==> src/cmp_ctrl_pkg.sv <==
// package: constants, fields and carriers of the comparator control block
package cmp_ctrl_pkg;

  // ==========================================================
  // bus geometry and register byte offsets
  localparam int          ADDR_W       = 6;
  localparam logic [5:0]  OFS_CTRL     = 6'h00;
  localparam logic [5:0]  OFS_FLAGS2   = 6'h04;
  localparam logic [5:0]  OFS_ENABLES2 = 6'h08;
  localparam logic [5:0]  OFS_INTCTL   = 6'h0C;
  localparam logic [5:0]  OFS_DIR      = 6'h10;
  localparam logic [5:0]  OFS_CONV1    = 6'h14;
  localparam logic [5:0]  OFS_PORT     = 6'h18;
  localparam logic [5:0]  OFS_LATCH    = 6'h1C;
  localparam logic [5:0]  OFS_IRQ_STAT = 6'h20;
  localparam logic [5:0]  OFS_IRQ_MASK = 6'h24;
  localparam logic [1:0]  RESP_OKAY    = 2'h0;
  localparam logic [1:0]  RESP_SLVERR  = 2'h2;

  // ==========================================================
  // field positions
  localparam int          FLAG_BIT     = 6;
  localparam int          CMP_EN_BIT    = 6;
  localparam int          PERIPH_EN_BIT = 6;
  localparam int          GLOBAL_EN_BIT = 7;
  localparam int          IRQ_CHANGE   = 0;
  localparam int          IRQ_SOFT     = 1;

  // ==========================================================
  // modes and reset values
  localparam logic [2:0]  MODE_FOUR_TWO = 3'h6;
  localparam logic [2:0]  MODE_OFF      = 3'h7;
  localparam logic [2:0]  MODE_PIN_OUT  = 3'h3;
  localparam logic [7:0]  CTRL_RST      = 8'h07;
  localparam logic [7:0]  DIR_RST       = 8'hFF;
  localparam logic [3:0]  ACFG_RST      = 4'hF;
  localparam logic [7:0]  LATCH_RST     = 8'h00;
  localparam logic [1:0]  IRQ_RST       = 2'h0;

  // ==========================================================
  // carriers
  typedef struct packed {
    logic [1:0] result;
    logic [1:0] invert;
    logic       input_switch;
    logic [2:0] cmp_mode_sel;
  } comparator_control_t;

  typedef struct packed {
    logic       cmp_on;
    logic       ref_to_pos;
    logic       input_switch;
    logic [2:0] cmp_mode_sel;
  } cmp_route_t;

endpackage

==> src/dual_comparator_control.sv <==
// dual comparator control: registers, mismatch flag, pin routing
//
// The AXI4-Lite register port and the address map are this design's own decisions.
module dual_comparator_control (
  // clock and reset
  input  wire logic                           i_sys_clk,
  input  wire logic                           i_rst,
  // axi4-lite write address and data
  input  wire logic                           i_awvalid,
  output logic                                o_awready,
  input  wire logic [cmp_ctrl_pkg::ADDR_W-1:0] i_awaddr,
  input  wire logic                           i_wvalid,
  output logic                                o_wready,
  input  wire logic [31:0]                    i_wdata,
  input  wire logic [3:0]                     i_wstrb,
  // axi4-lite write response
  output logic                                o_bvalid,
  input  wire logic                           i_bready,
  output logic [1:0]                          o_bresp,
  // axi4-lite read
  input  wire logic                           i_arvalid,
  output logic                                o_arready,
  input  wire logic [cmp_ctrl_pkg::ADDR_W-1:0] i_araddr,
  output logic                                o_rvalid,
  input  wire logic                           i_rready,
  output logic [31:0]                         o_rdata,
  output logic [1:0]                          o_rresp,
  // analog front end
  input  wire logic [1:0]                     i_cmp_above,
  output cmp_ctrl_pkg::cmp_route_t            o_route,
  // port a pins
  input  wire logic [7:0]                     i_pa_in,
  output logic [7:0]                          o_pa_out,
  output logic [7:0]                          o_pa_oe_n,
  output logic [3:0]                          o_pa_analog,
  // sleep and interrupts
  input  wire logic                           i_sleep,
  output logic                                o_wake,
  output logic                                o_cmp_irq_req,
  output logic                                o_irq
);
  import cmp_ctrl_pkg::*;

  // ==========================================================
  // state
  comparator_control_t ctrl_reg;
  logic [7:0]          dir_reg;
  logic [3:0]          acfg_reg;
  logic [7:0]          latch_reg;
  logic                flag_reg;
  logic                cmp_en_reg;
  logic                periph_en_reg;
  logic                global_en_reg;
  logic [1:0]          irq_stat_reg;
  logic [1:0]          irq_mask_reg;
  logic [1:0]          copy_reg;
  logic [1:0]          cmp_s1_reg;
  logic [1:0]          cmp_s2_reg;
  logic [1:0]          cmp_s3_reg;
  logic [1:0]          cmp_stable_reg;
  logic [7:0]          pa_s1_reg;
  logic [7:0]          pa_s2_reg;
  logic [7:0]          pa_s3_reg;
  logic [7:0]          pa_stable_reg;
  logic                aw_hold_reg;
  logic                w_hold_reg;
  logic [ADDR_W-1:0]   aw_addr_reg;
  logic [7:0]          w_data_reg;
  logic                w_lane0_reg;
  logic                bvalid_reg;
  logic [1:0]          bresp_reg;
  logic                rvalid_reg;
  logic [31:0]         rdata_reg;
  logic [1:0]          rresp_reg;

  // ==========================================================
  // bus handshakes and decode
  wire aw_fire = i_awvalid && o_awready;
  wire w_fire  = i_wvalid && o_wready;
  wire ar_fire = i_arvalid && o_arready;
  wire wr_go   = aw_hold_reg && w_hold_reg && !bvalid_reg;

  assign o_awready = !aw_hold_reg && !bvalid_reg;
  assign o_wready  = !w_hold_reg && !bvalid_reg;
  assign o_arready = !rvalid_reg;
  assign o_bvalid  = bvalid_reg;
  assign o_bresp   = bresp_reg;
  assign o_rvalid  = rvalid_reg;
  assign o_rdata   = rdata_reg;
  assign o_rresp   = rresp_reg;

  wire wr_en      = wr_go && w_lane0_reg;
  wire wr_ctrl    = wr_en && (aw_addr_reg == OFS_CTRL);
  wire wr_flags   = wr_en && (aw_addr_reg == OFS_FLAGS2);
  wire wr_enables = wr_en && (aw_addr_reg == OFS_ENABLES2);
  wire wr_intctl  = wr_en && (aw_addr_reg == OFS_INTCTL);
  wire wr_dir     = wr_en && (aw_addr_reg == OFS_DIR);
  wire wr_conv    = wr_en && (aw_addr_reg == OFS_CONV1);
  wire wr_latch   = wr_en && (aw_addr_reg == OFS_LATCH);
  wire wr_stat    = wr_en && (aw_addr_reg == OFS_IRQ_STAT);
  wire wr_mask    = wr_en && (aw_addr_reg == OFS_IRQ_MASK);

  wire wr_mapped = (aw_addr_reg == OFS_CTRL)     ||
                   (aw_addr_reg == OFS_FLAGS2)   ||
                   (aw_addr_reg == OFS_ENABLES2) ||
                   (aw_addr_reg == OFS_INTCTL)   ||
                   (aw_addr_reg == OFS_DIR)      ||
                   (aw_addr_reg == OFS_CONV1)    ||
                   (aw_addr_reg == OFS_PORT)     ||
                   (aw_addr_reg == OFS_LATCH)    ||
                   (aw_addr_reg == OFS_IRQ_STAT) ||
                   (aw_addr_reg == OFS_IRQ_MASK);

  wire ctrl_access = (wr_go && (aw_addr_reg == OFS_CTRL)) ||
                     (ar_fire && (i_araddr == OFS_CTRL));

  // ==========================================================
  // comparator outputs
  // mode off
  wire       cmp_on = (ctrl_reg.cmp_mode_sel != MODE_OFF);
  wire [1:0] cmp_live = cmp_on ? (cmp_stable_reg ^ ctrl_reg.invert) : 2'h0;
  wire [1:0] cmp_raw  = cmp_on ? (i_cmp_above ^ ctrl_reg.invert) : 2'h0;

  wire mismatch = (cmp_live != copy_reg);
  wire flag_set = mismatch && !ctrl_access;
  wire new_evt  = flag_set && !flag_reg;
  wire soft_evt = wr_flags && w_data_reg[FLAG_BIT] && !flag_reg;

  // mode field and input switch bit drive the analog mux
  assign o_route.cmp_on       = cmp_on;
  assign o_route.ref_to_pos   = (ctrl_reg.cmp_mode_sel == MODE_FOUR_TWO);
  assign o_route.input_switch = ctrl_reg.input_switch;
  assign o_route.cmp_mode_sel = ctrl_reg.cmp_mode_sel;

  // ==========================================================
  // pins
  // unclocked path to pins 4 and 5
  wire       pin_cmp = (ctrl_reg.cmp_mode_sel == MODE_PIN_OUT);
  wire [1:0] pin45   = pin_cmp ? cmp_raw : latch_reg[5:4];

  assign o_pa_out = {latch_reg[7:6], pin45, latch_reg[3:0]};
  // direction bit is the active-low drive enable (1 = input)
  assign o_pa_oe_n   = dir_reg;
  assign o_pa_analog = acfg_reg;
  wire [7:0] port_rd = pa_stable_reg & ~{4'h0, acfg_reg};

  // ==========================================================
  // interrupt outputs
  // three enables gate the request
  assign o_cmp_irq_req = flag_reg && cmp_en_reg &&
                         periph_en_reg && global_en_reg;
  assign o_wake = i_sleep && flag_reg && cmp_en_reg;
  assign o_irq  = |(irq_stat_reg & irq_mask_reg);

  // ==========================================================
  // read mux
  logic [7:0] rd_byte;
  wire  rd_ok = (i_araddr == OFS_CTRL)     ||
                (i_araddr == OFS_FLAGS2)   ||
                (i_araddr == OFS_ENABLES2) ||
                (i_araddr == OFS_INTCTL)   ||
                (i_araddr == OFS_DIR)      ||
                (i_araddr == OFS_CONV1)    ||
                (i_araddr == OFS_PORT)     ||
                (i_araddr == OFS_LATCH)    ||
                (i_araddr == OFS_IRQ_STAT) ||
                (i_araddr == OFS_IRQ_MASK);

  always_comb begin
    rd_byte = 8'h00;
    unique case (i_araddr)
      OFS_CTRL:     rd_byte = {cmp_live, ctrl_reg.invert,
                               ctrl_reg.input_switch, ctrl_reg.cmp_mode_sel};
      OFS_FLAGS2:   rd_byte[FLAG_BIT] = flag_reg;
      OFS_ENABLES2: rd_byte[CMP_EN_BIT] = cmp_en_reg;
      OFS_INTCTL:   rd_byte = {global_en_reg, periph_en_reg, 6'h00};
      OFS_DIR:      rd_byte = dir_reg;
      OFS_CONV1:    rd_byte = {4'h0, acfg_reg};
      OFS_PORT:     rd_byte = port_rd;
      OFS_LATCH:    rd_byte = latch_reg;
      OFS_IRQ_STAT: rd_byte = {6'h00, irq_stat_reg};
      OFS_IRQ_MASK: rd_byte = {6'h00, irq_mask_reg};
      default:      rd_byte = 8'h00;
    endcase
  end

  // ==========================================================
  // bus slave
  always_ff @(posedge i_sys_clk) begin
    if (i_rst) begin
      aw_hold_reg <= 1'b0;
      w_hold_reg  <= 1'b0;
      aw_addr_reg <= '0;
      w_data_reg  <= 8'h00;
      w_lane0_reg <= 1'b0;
      bvalid_reg  <= 1'b0;
      bresp_reg   <= RESP_OKAY;
    end else begin
      if (aw_fire) begin
        aw_hold_reg <= 1'b1;
        aw_addr_reg <= i_awaddr;
      end
      if (w_fire) begin
        w_hold_reg  <= 1'b1;
        w_data_reg  <= i_wdata[7:0];
        w_lane0_reg <= i_wstrb[0];
      end
      if (wr_go) begin
        aw_hold_reg <= 1'b0;
        w_hold_reg  <= 1'b0;
        bvalid_reg  <= 1'b1;
        bresp_reg   <= wr_mapped ? RESP_OKAY : RESP_SLVERR;
      end else if (bvalid_reg && i_bready) begin
        bvalid_reg <= 1'b0;
      end
    end
  end

  always_ff @(posedge i_sys_clk) begin
    if (i_rst) begin
      rvalid_reg <= 1'b0;
      rdata_reg  <= 32'h0;
      rresp_reg  <= RESP_OKAY;
    end else if (ar_fire) begin
      rvalid_reg <= 1'b1;
      rdata_reg  <= {24'h0, rd_byte};
      rresp_reg  <= rd_ok ? RESP_OKAY : RESP_SLVERR;
    end else if (rvalid_reg && i_rready) begin
      rvalid_reg <= 1'b0;
    end
  end

  // ==========================================================
  // input synchronisers
  always_ff @(posedge i_sys_clk) begin
    if (i_rst) begin
      cmp_s1_reg     <= 2'h0;
      cmp_s2_reg     <= 2'h0;
      cmp_s3_reg     <= 2'h0;
      cmp_stable_reg <= 2'h0;
      pa_s1_reg      <= 8'h00;
      pa_s2_reg      <= 8'h00;
      pa_s3_reg      <= 8'h00;
      pa_stable_reg  <= 8'h00;
    end else begin
      cmp_s1_reg <= i_cmp_above;
      cmp_s2_reg <= cmp_s1_reg;
      cmp_s3_reg <= cmp_s2_reg;
      pa_s1_reg  <= i_pa_in;
      pa_s2_reg  <= pa_s1_reg;
      pa_s3_reg  <= pa_s2_reg;
      if (cmp_s2_reg == cmp_s3_reg) begin
        cmp_stable_reg <= cmp_s3_reg;
      end
      if (pa_s2_reg == pa_s3_reg) begin
        pa_stable_reg <= pa_s3_reg;
      end
    end
  end

  // ==========================================================
  // control and configuration registers
  always_ff @(posedge i_sys_clk) begin
    if (i_rst) begin
      ctrl_reg  <= CTRL_RST;
      dir_reg   <= DIR_RST;
      acfg_reg      <= ACFG_RST;
      latch_reg     <= LATCH_RST;
      cmp_en_reg    <= 1'b0;
      periph_en_reg <= 1'b0;
      global_en_reg <= 1'b0;
    end else begin
      if (wr_ctrl) begin
        ctrl_reg.invert       <= w_data_reg[5:4];
        ctrl_reg.input_switch <= w_data_reg[3];
        ctrl_reg.cmp_mode_sel <= w_data_reg[2:0];
      end
      if (wr_enables) begin
        cmp_en_reg <= w_data_reg[CMP_EN_BIT];
      end
      if (wr_intctl) begin
        global_en_reg <= w_data_reg[GLOBAL_EN_BIT];
        periph_en_reg <= w_data_reg[PERIPH_EN_BIT];
      end
      if (wr_dir) begin
        dir_reg <= w_data_reg;
      end
      if (wr_conv) begin
        acfg_reg <= w_data_reg[3:0];
      end
      if (wr_latch) begin
        latch_reg <= w_data_reg;
      end
    end
  end

  // ==========================================================
  // mismatch flag and interrupt status
  always_ff @(posedge i_sys_clk) begin
    if (i_rst) begin
      copy_reg     <= 2'h0;
      flag_reg     <= 1'b0;
      irq_stat_reg <= IRQ_RST;
      irq_mask_reg <= IRQ_RST;
    end else begin
      if (ctrl_access) begin
        copy_reg <= cmp_live;
      end
      // change sets flag; write zero clears only while no mismatch is pending, one sets
      if (wr_flags) begin
        flag_reg <= w_data_reg[FLAG_BIT] || flag_set;
      end else if (flag_set) begin
        flag_reg <= 1'b1;
      end
      if (wr_mask) begin
        irq_mask_reg <= w_data_reg[1:0];
      end
      irq_stat_reg[IRQ_CHANGE] <= new_evt ||
        (irq_stat_reg[IRQ_CHANGE] && !(wr_stat && w_data_reg[IRQ_CHANGE]));
      irq_stat_reg[IRQ_SOFT] <= soft_evt ||
        (irq_stat_reg[IRQ_SOFT] && !(wr_stat && w_data_reg[IRQ_SOFT]));
    end
  end

endmodule

==> config.mk <==
export PLATFORM = sky130hd
export DESIGN_NAME = dual_comparator_control
export DESIGN_NICKNAME = d
export VERILOG_FILES = /design/src/cmp_ctrl_pkg.sv /design/src/dual_comparator_control.sv
export SDC_FILE = /design/constraint.sdc
export NUM_CORES = 1
export LEC_CHECK = 0
export ABC_AREA = 1
export BUFFER_PORTS_ARGS = -buffer_cell sky130_fd_sc_hd__buf_2
export CAP_MARGIN = 20
export CORE_ASPECT_RATIO = 2
export CORE_MARGIN = 2
export CORE_UTILIZATION = 25
export DETAILED_ROUTE_END_ITERATION = 6
export SLEW_MARGIN = 10
export SYNTH_ARGS = -nofsm -noshare
export SYNTH_HDL_FRONTEND = slang
export SYNTH_SLANG_ARGS = --single-unit
==> constraint.sdc <==
create_clock -name i_sys_clk -period 1.6 [get_ports i_sys_clk]
set_input_delay 0.08 -clock i_sys_clk [delete_from_list [all_inputs] [get_ports i_sys_clk]]
set_output_delay 0.08 -clock i_sys_clk [all_outputs]
set_load 0.03 [all_outputs]
After elaboration in Yosys (flattened, before gate mapping)
Index checks and enable logic that the tools add are counted.

Bits in registers: 107. Input port bits: 66. Output and inout port bits: 70. Word-level logic and storage cells: 145.

Equal/unequal tests: 24. Multiplexer cells: 14. Bitwise gates (word level): 5. Reduce and logical (&&, ||, !) cells: 71.

Operators by type and width (count): equality test 6 x 5 -> 1 bit, second input constant (8); case mux 6 bit (7 select lines) (1); logical AND 1 bit (34); equality test 6 x 4 -> 1 bit, second input constant (4); equality test 6 bit, second input constant (4); logical OR 1 bit (22); equality test 6 x 3 -> 1 bit, second input constant (2); zero test 6 bit (2); two-way mux 2 bit (5); bitwise AND 8 bit (1); equality test 8 bit (1); zero test 1 bit (8); inverter 4 -> 8 bit (1); case mux 1 bit (7 select lines) (1); two-way mux 1 bit (6); nonzero test 2 bit (3); case mux 1 bit (5 select lines) (1); OR reduction 2 bit (2); bitwise XOR 2 bit (2); equality test 3 x 2 -> 1 bit, second input constant (1); equality test 3 bit, second input constant (1); inequality test 3 bit, second input constant (1); bitwise AND 2 bit (1); equality test 2 bit (1); inequality test 2 bit (1).

Longest topological paths before layout
Depth after elaboration: 11. Gate-level depth with buffers: 10. Depth with buffers taken out: 10.

Worst setup path after synthesis
No wires, ideal clock.

Kind: register to register. From: reg bvalid_reg (netlist: o_bvalid). To: reg w_data_reg[6]. Setup time: 0.119 ns. Data arrival time: 1.530 ns. Data required time: 1.481 ns. Setup slack: -0.049 ns. Stages on the path, launching flop included: 6. Buffers on the path: 1. Clock period less this slack: 1.649 ns. Path through: dfxtp_1 -> nor2_1 -> nand2_1 -> buf_2 -> o21ai_0 -> a21oi_1.

Cells in the longest elaborated chain, start to end: 3.

Ends and longest elaborated chain: start, declared (RTL line dual_comparator_control.sv:70) `logic bvalid_reg;`; start signal, assigned (RTL line dual_comparator_control.sv:196) `bvalid_reg <= 1'b0;`; start signal, assigned (RTL line dual_comparator_control.sv:211) `bvalid_reg <= 1'b1;`; start signal, assigned (RTL line dual_comparator_control.sv:214) `bvalid_reg <= 1'b0;`; zero test 1 bit (RTL line dual_comparator_control.sv:84) `assign o_wready = !w_hold_reg && !bvalid_reg;`; logical AND 1 bit (RTL line dual_comparator_control.sv:84); net o_wready (RTL line dual_comparator_control.sv:13) `output logic o_wready,`; logical AND 1 bit (RTL line dual_comparator_control.sv:79) `wire w_fire = i_wvalid && o_wready;`; end signal, assigned (RTL line dual_comparator_control.sv:205) `w_data_reg <= i_wdata[7:0];`; end, declared (RTL line dual_comparator_control.sv:68) `logic [7:0] w_data_reg;`.

The timed path passes the listed nets, and every way through them passes these cells. A chain may end at the register's enable or synchronous reset.

Worst setup path in the final report
From: reg cmp_en_reg. To: out o_cmp_irq_req.

Cells in the longest elaborated chain, start to end: 3.

Ends and longest elaborated chain: start, declared (RTL line dual_comparator_control.sv:51) `logic cmp_en_reg;`; start signal, assigned (RTL line dual_comparator_control.sv:279) `cmp_en_reg <= w_data_reg[CMP_EN_BIT];`; logical AND 1 bit (2 in series) (RTL line dual_comparator_control.sv:150) `assign o_cmp_irq_req = flag_reg && cmp_en_reg &&`; logical AND 1 bit (RTL line dual_comparator_control.sv:151) `periph_en_reg && global_en_reg;`; end, declared (RTL line dual_comparator_control.sv:39) `output logic o_cmp_irq_req,`.

No other way between the ends.

==> reports/results.md <==
- **leakage component of the power** 2.742 nW
- **GPL Wtd Cong** 0.9160
- **Distinct cells, synth** 36
- **capturing element type of the critical path** output port
- **share of the cycle needed by the critical path after routing** 95.15%
- **initial core utilization** 25.29%
- **TritonCTS clock tree** done
- **Setup crit end** o_cmp_irq_req
- **vias in the first global route** 3963
- **post-route setup slack** 0.07761 ns
- **highest fanout seen on the critical path** 3
- **vias per cell** 4.400
- **Power Dens Cells** 1015 nW/um^2
- **number of endpoints failing setup at the final stage** 0
- **Period minus WS final** 1.522 ns
- **number of pins with negative max-slew slack in the final report** 0
- **count of vias placed by the detailed router** 4255
- **core outline area** 18660 sq um
- **P&R area growth vs syn** 22.67%
- **endpoint required time on the critical path** 1.52 ns
- **Initial DRC Count** 127
- **Top Layer Used** met4
- **Worst Hold Class** in -> reg
- **Yosys warning count** 0
- **standard-cell rows** 71
- **wire length of the first global-routing pass** 20.07 mm
- **number of H-tree branching levels** 3
- **final std cells w/o fill** 967
- **total instance count after detailed placement** 938
- **final hold violation count** 0
- **GR Overflow Total** 0
- **antenna violations before repair** 0
- **flop and latch count out of synthesis** 105
- **largest net degree at the start of global routing** 40
- **Total GRT Usage** 13.25%
- **Met1 Wirelength** 4.573 mm
- **count of maximum capacitance violations** 0
- **Area contributors post-synth** sky130_fd_sc_hd__dfxtp_1 (45%), sky130_fd_sc_hd__nand2_1 (9.1%), sky130_fd_sc_hd__nor2_1 (7.5%)
- **achievable clock frequency** 656.9 MHz
- **outcome** complete, no violations
- **clock root buffer** sky130_fd_sc_hd__clkbuf_16
- **area of the die** 20050 sq um
- **part of the Yosys area used for sequential elements** 44.55%
- **critical register-to-register path startpoint** aw_addr_reg[2]
- **Clk pin slew, worst setup/hold paths** 0.07 ns
- **Yosys top cell by area** sky130_fd_sc_hd__dfxtp_1
- **number of placed I/O pins** 136
- **launching element type of the critical path** flop
- **dpl hpwl** 10.35 mm
- **endpoint of the most critical register-to-register path** irq_stat_reg[0]
- **net total in the final layout** 809
- **setup TNS** 0 ns
- **post-synthesis average cell area** 7.281 sq um
- **drt wl/cell** 13.47 um
- **total of buffers placed on input and output ports** 82
- **Synth Instances** 648
- **register-to-register path setup slack** 0.15 ns
- **CTS sink count** 105
- **worst clock skew on the final layout** 0.01084 ns
- **CTS buffer count** 9
- **Syn Std Cell Area** 4718 sq um
- **setup repair after global routing missed its margin** false
- **wire length on met2** 7.140 mm
- **die span in x** 101.1 um
- **layout cell share with drive strength beyond 1** 20.45%
- **clock insertion delay at the later pin of the skew report** 0.35 ns
- **routed length on met3** 613 um
- **DRC errors left** 0
- **crit path DAT** 1.44 ns
- **Die H** 198.3 um
- **DRT antenna net count** 0
- **worst voltage drop across the vdd grid** 0.0004714 V
- **Crit. Startpoint** cmp_en_reg
- **Synth top area share** 44.55%
- **Final Routed Wirelength** 13.03 mm
- **CTS max path bufs** 2
- **worst slack at placement** 0.1257 ns
- **hold_ws** 0.006278 ns
- **antenna fix cells** 0
- **worst-case reg-to-reg path depth** 7
- **number of detailed-route iterations in the first pass** 4
- **category of the critical setup timing path** reg -> out
==> final cells by class <==
class | instances | area (sq um)
Sequential cell | 105 | 2106
Clock inverter | 7 | 95.09
Timing Repair Buffer | 117 | 721.9
Tap cell | 219 | 274.0
Fill cell | 2044 | 12870
Clock buffer | 9 | 225.2
Multi-Input combinational cell | 423 | 2039
Inverter | 87 | 326.6
==> worst max-delay path: stages (launching register included) <==
cell and delay (ns):
sky130_fd_sc_hd__dfxtp_1 0.39, sky130_fd_sc_hd__nand2_1 0.13, sky130_fd_sc_hd__nor3_1 0.30, sky130_fd_sc_hd__buf_2 0.27
==> cell usage after synthesis, drive strengths merged <==
library cell and instances:
a211oi 3, a21oi 43, a22o 1, a31oi 1, buf 48, clkbuf 10
clkinv 1, conb 1, dfxtp 105, inv 86, nand2 115, nand3 32
nand3b 1, nand4 21, nor2 107, nor3 6, o211ai 14, o21a 1
o21ai 39, o22ai 1, o41ai 1, or2 2, xnor2 5, xor2 4
==> routing by layer <==
layer / GRT usage, % / vias up
li1: - / 2200
met5: 0 / -
met3: 2.330 / 34
met2: 24.87 / 118
met4: 8.559 / 0
met1: 12.78 / 1903
==> how the worst min path moves through the flow <==
stage / start / to / slack [ns] / cells past startpoint
6_report: i_awaddr[5] / aw_addr_reg[5] / 0.006 / 3
5_1_grt: i_awaddr[2] / aw_addr_reg[2] / 0.01 / 3
4_1_cts: i_awaddr[5] / aw_addr_reg[5] / 0.005 / 3
3_5_place_dp: i_pa_in[7] / pa_s1_reg[7] / 0.29 / 3
3_3_place_gp: i_pa_in[5] / pa_s1_reg[5] / 0.29 / 3
2_1_floorplan: i_rst / o_bresp[1] / 0.18 / 1
==> power breakdown <==
group / total [mW] / internal, mW / switching [mW]
Sequential: 2.80 / 2.73 / 0.0698
Combinational: 0.736 / 0.231 / 0.506
Clock: 2.34 / 1.26 / 1.08
Total: 5.87 / 4.22 / 1.66
==> placed cells by master, fill, tap and decap left out, types with 3 or more instances in the layout <==
cell type / count
sky130_fd_sc_hd__nand2_1: 113
sky130_fd_sc_hd__nor2_2: 11
sky130_fd_sc_hd__xnor2_1: 5
sky130_fd_sc_hd__clkbuf_16: 9
sky130_fd_sc_hd__nor2_4: 5
sky130_fd_sc_hd__o21ai_1: 5
sky130_fd_sc_hd__dlygate4sd3_1: 11
sky130_fd_sc_hd__buf_2: 80
sky130_fd_sc_hd__inv_1: 81
sky130_fd_sc_hd__inv_2: 5
sky130_fd_sc_hd__dfxtp_1: 104
sky130_fd_sc_hd__buf_4: 24
sky130_fd_sc_hd__xor2_1: 4
sky130_fd_sc_hd__nor2_1: 91
sky130_fd_sc_hd__nor3_1: 4
sky130_fd_sc_hd__conb_1: 26
sky130_fd_sc_hd__nand4_1: 21
sky130_fd_sc_hd__a21oi_1: 42
sky130_fd_sc_hd__a211oi_1: 3
sky130_fd_sc_hd__o21ai_0: 34
sky130_fd_sc_hd__o211ai_1: 14
sky130_fd_sc_hd__nand3_1: 29
==> per-stage QoR <==
| step | util, % | cell area (sq um) | total power [mW] |
|---|---|---|---|
| 2_1_floorplan | - | 4817 | 3.381 |
| 3_3_place_gp | 28.38 | 5294 | 3.562 |
| 3_5_place_dp | 28.38 | 5294 | 3.570 |
| 4_1_cts | 30.72 | 5731 | 5.938 |
| 5_1_grt | 31.03 | 5788 | 6.137 |
| 6_report | 31.03 | 5788 | 5.874 |
==> logic make-up (layout without fill, tap and decap cells) <==
family	Yosys count	count (layout)	share of synthesized area, %
and+or+nand+nor	284	284	26.41
buffers and inverters	145	220	15.09
DFF	105	105	44.55
AOI/OAI and AO/OA	104	104	12.20
xor gates and xnor gates	9	9	1.671
other	1	26	0.07948
==> what timing repair did <==
action                                  in CTS  in global routing
endpoints found under the setup margin       2                 15
pin swaps                                    0                  2
setup buffers                                0                  2
hold endpoints to repair                    11                  0
hold buffers                                11                  0
gates resized for setup                      3                 11
Note: power is estimated with default switching activity, not from simulation.
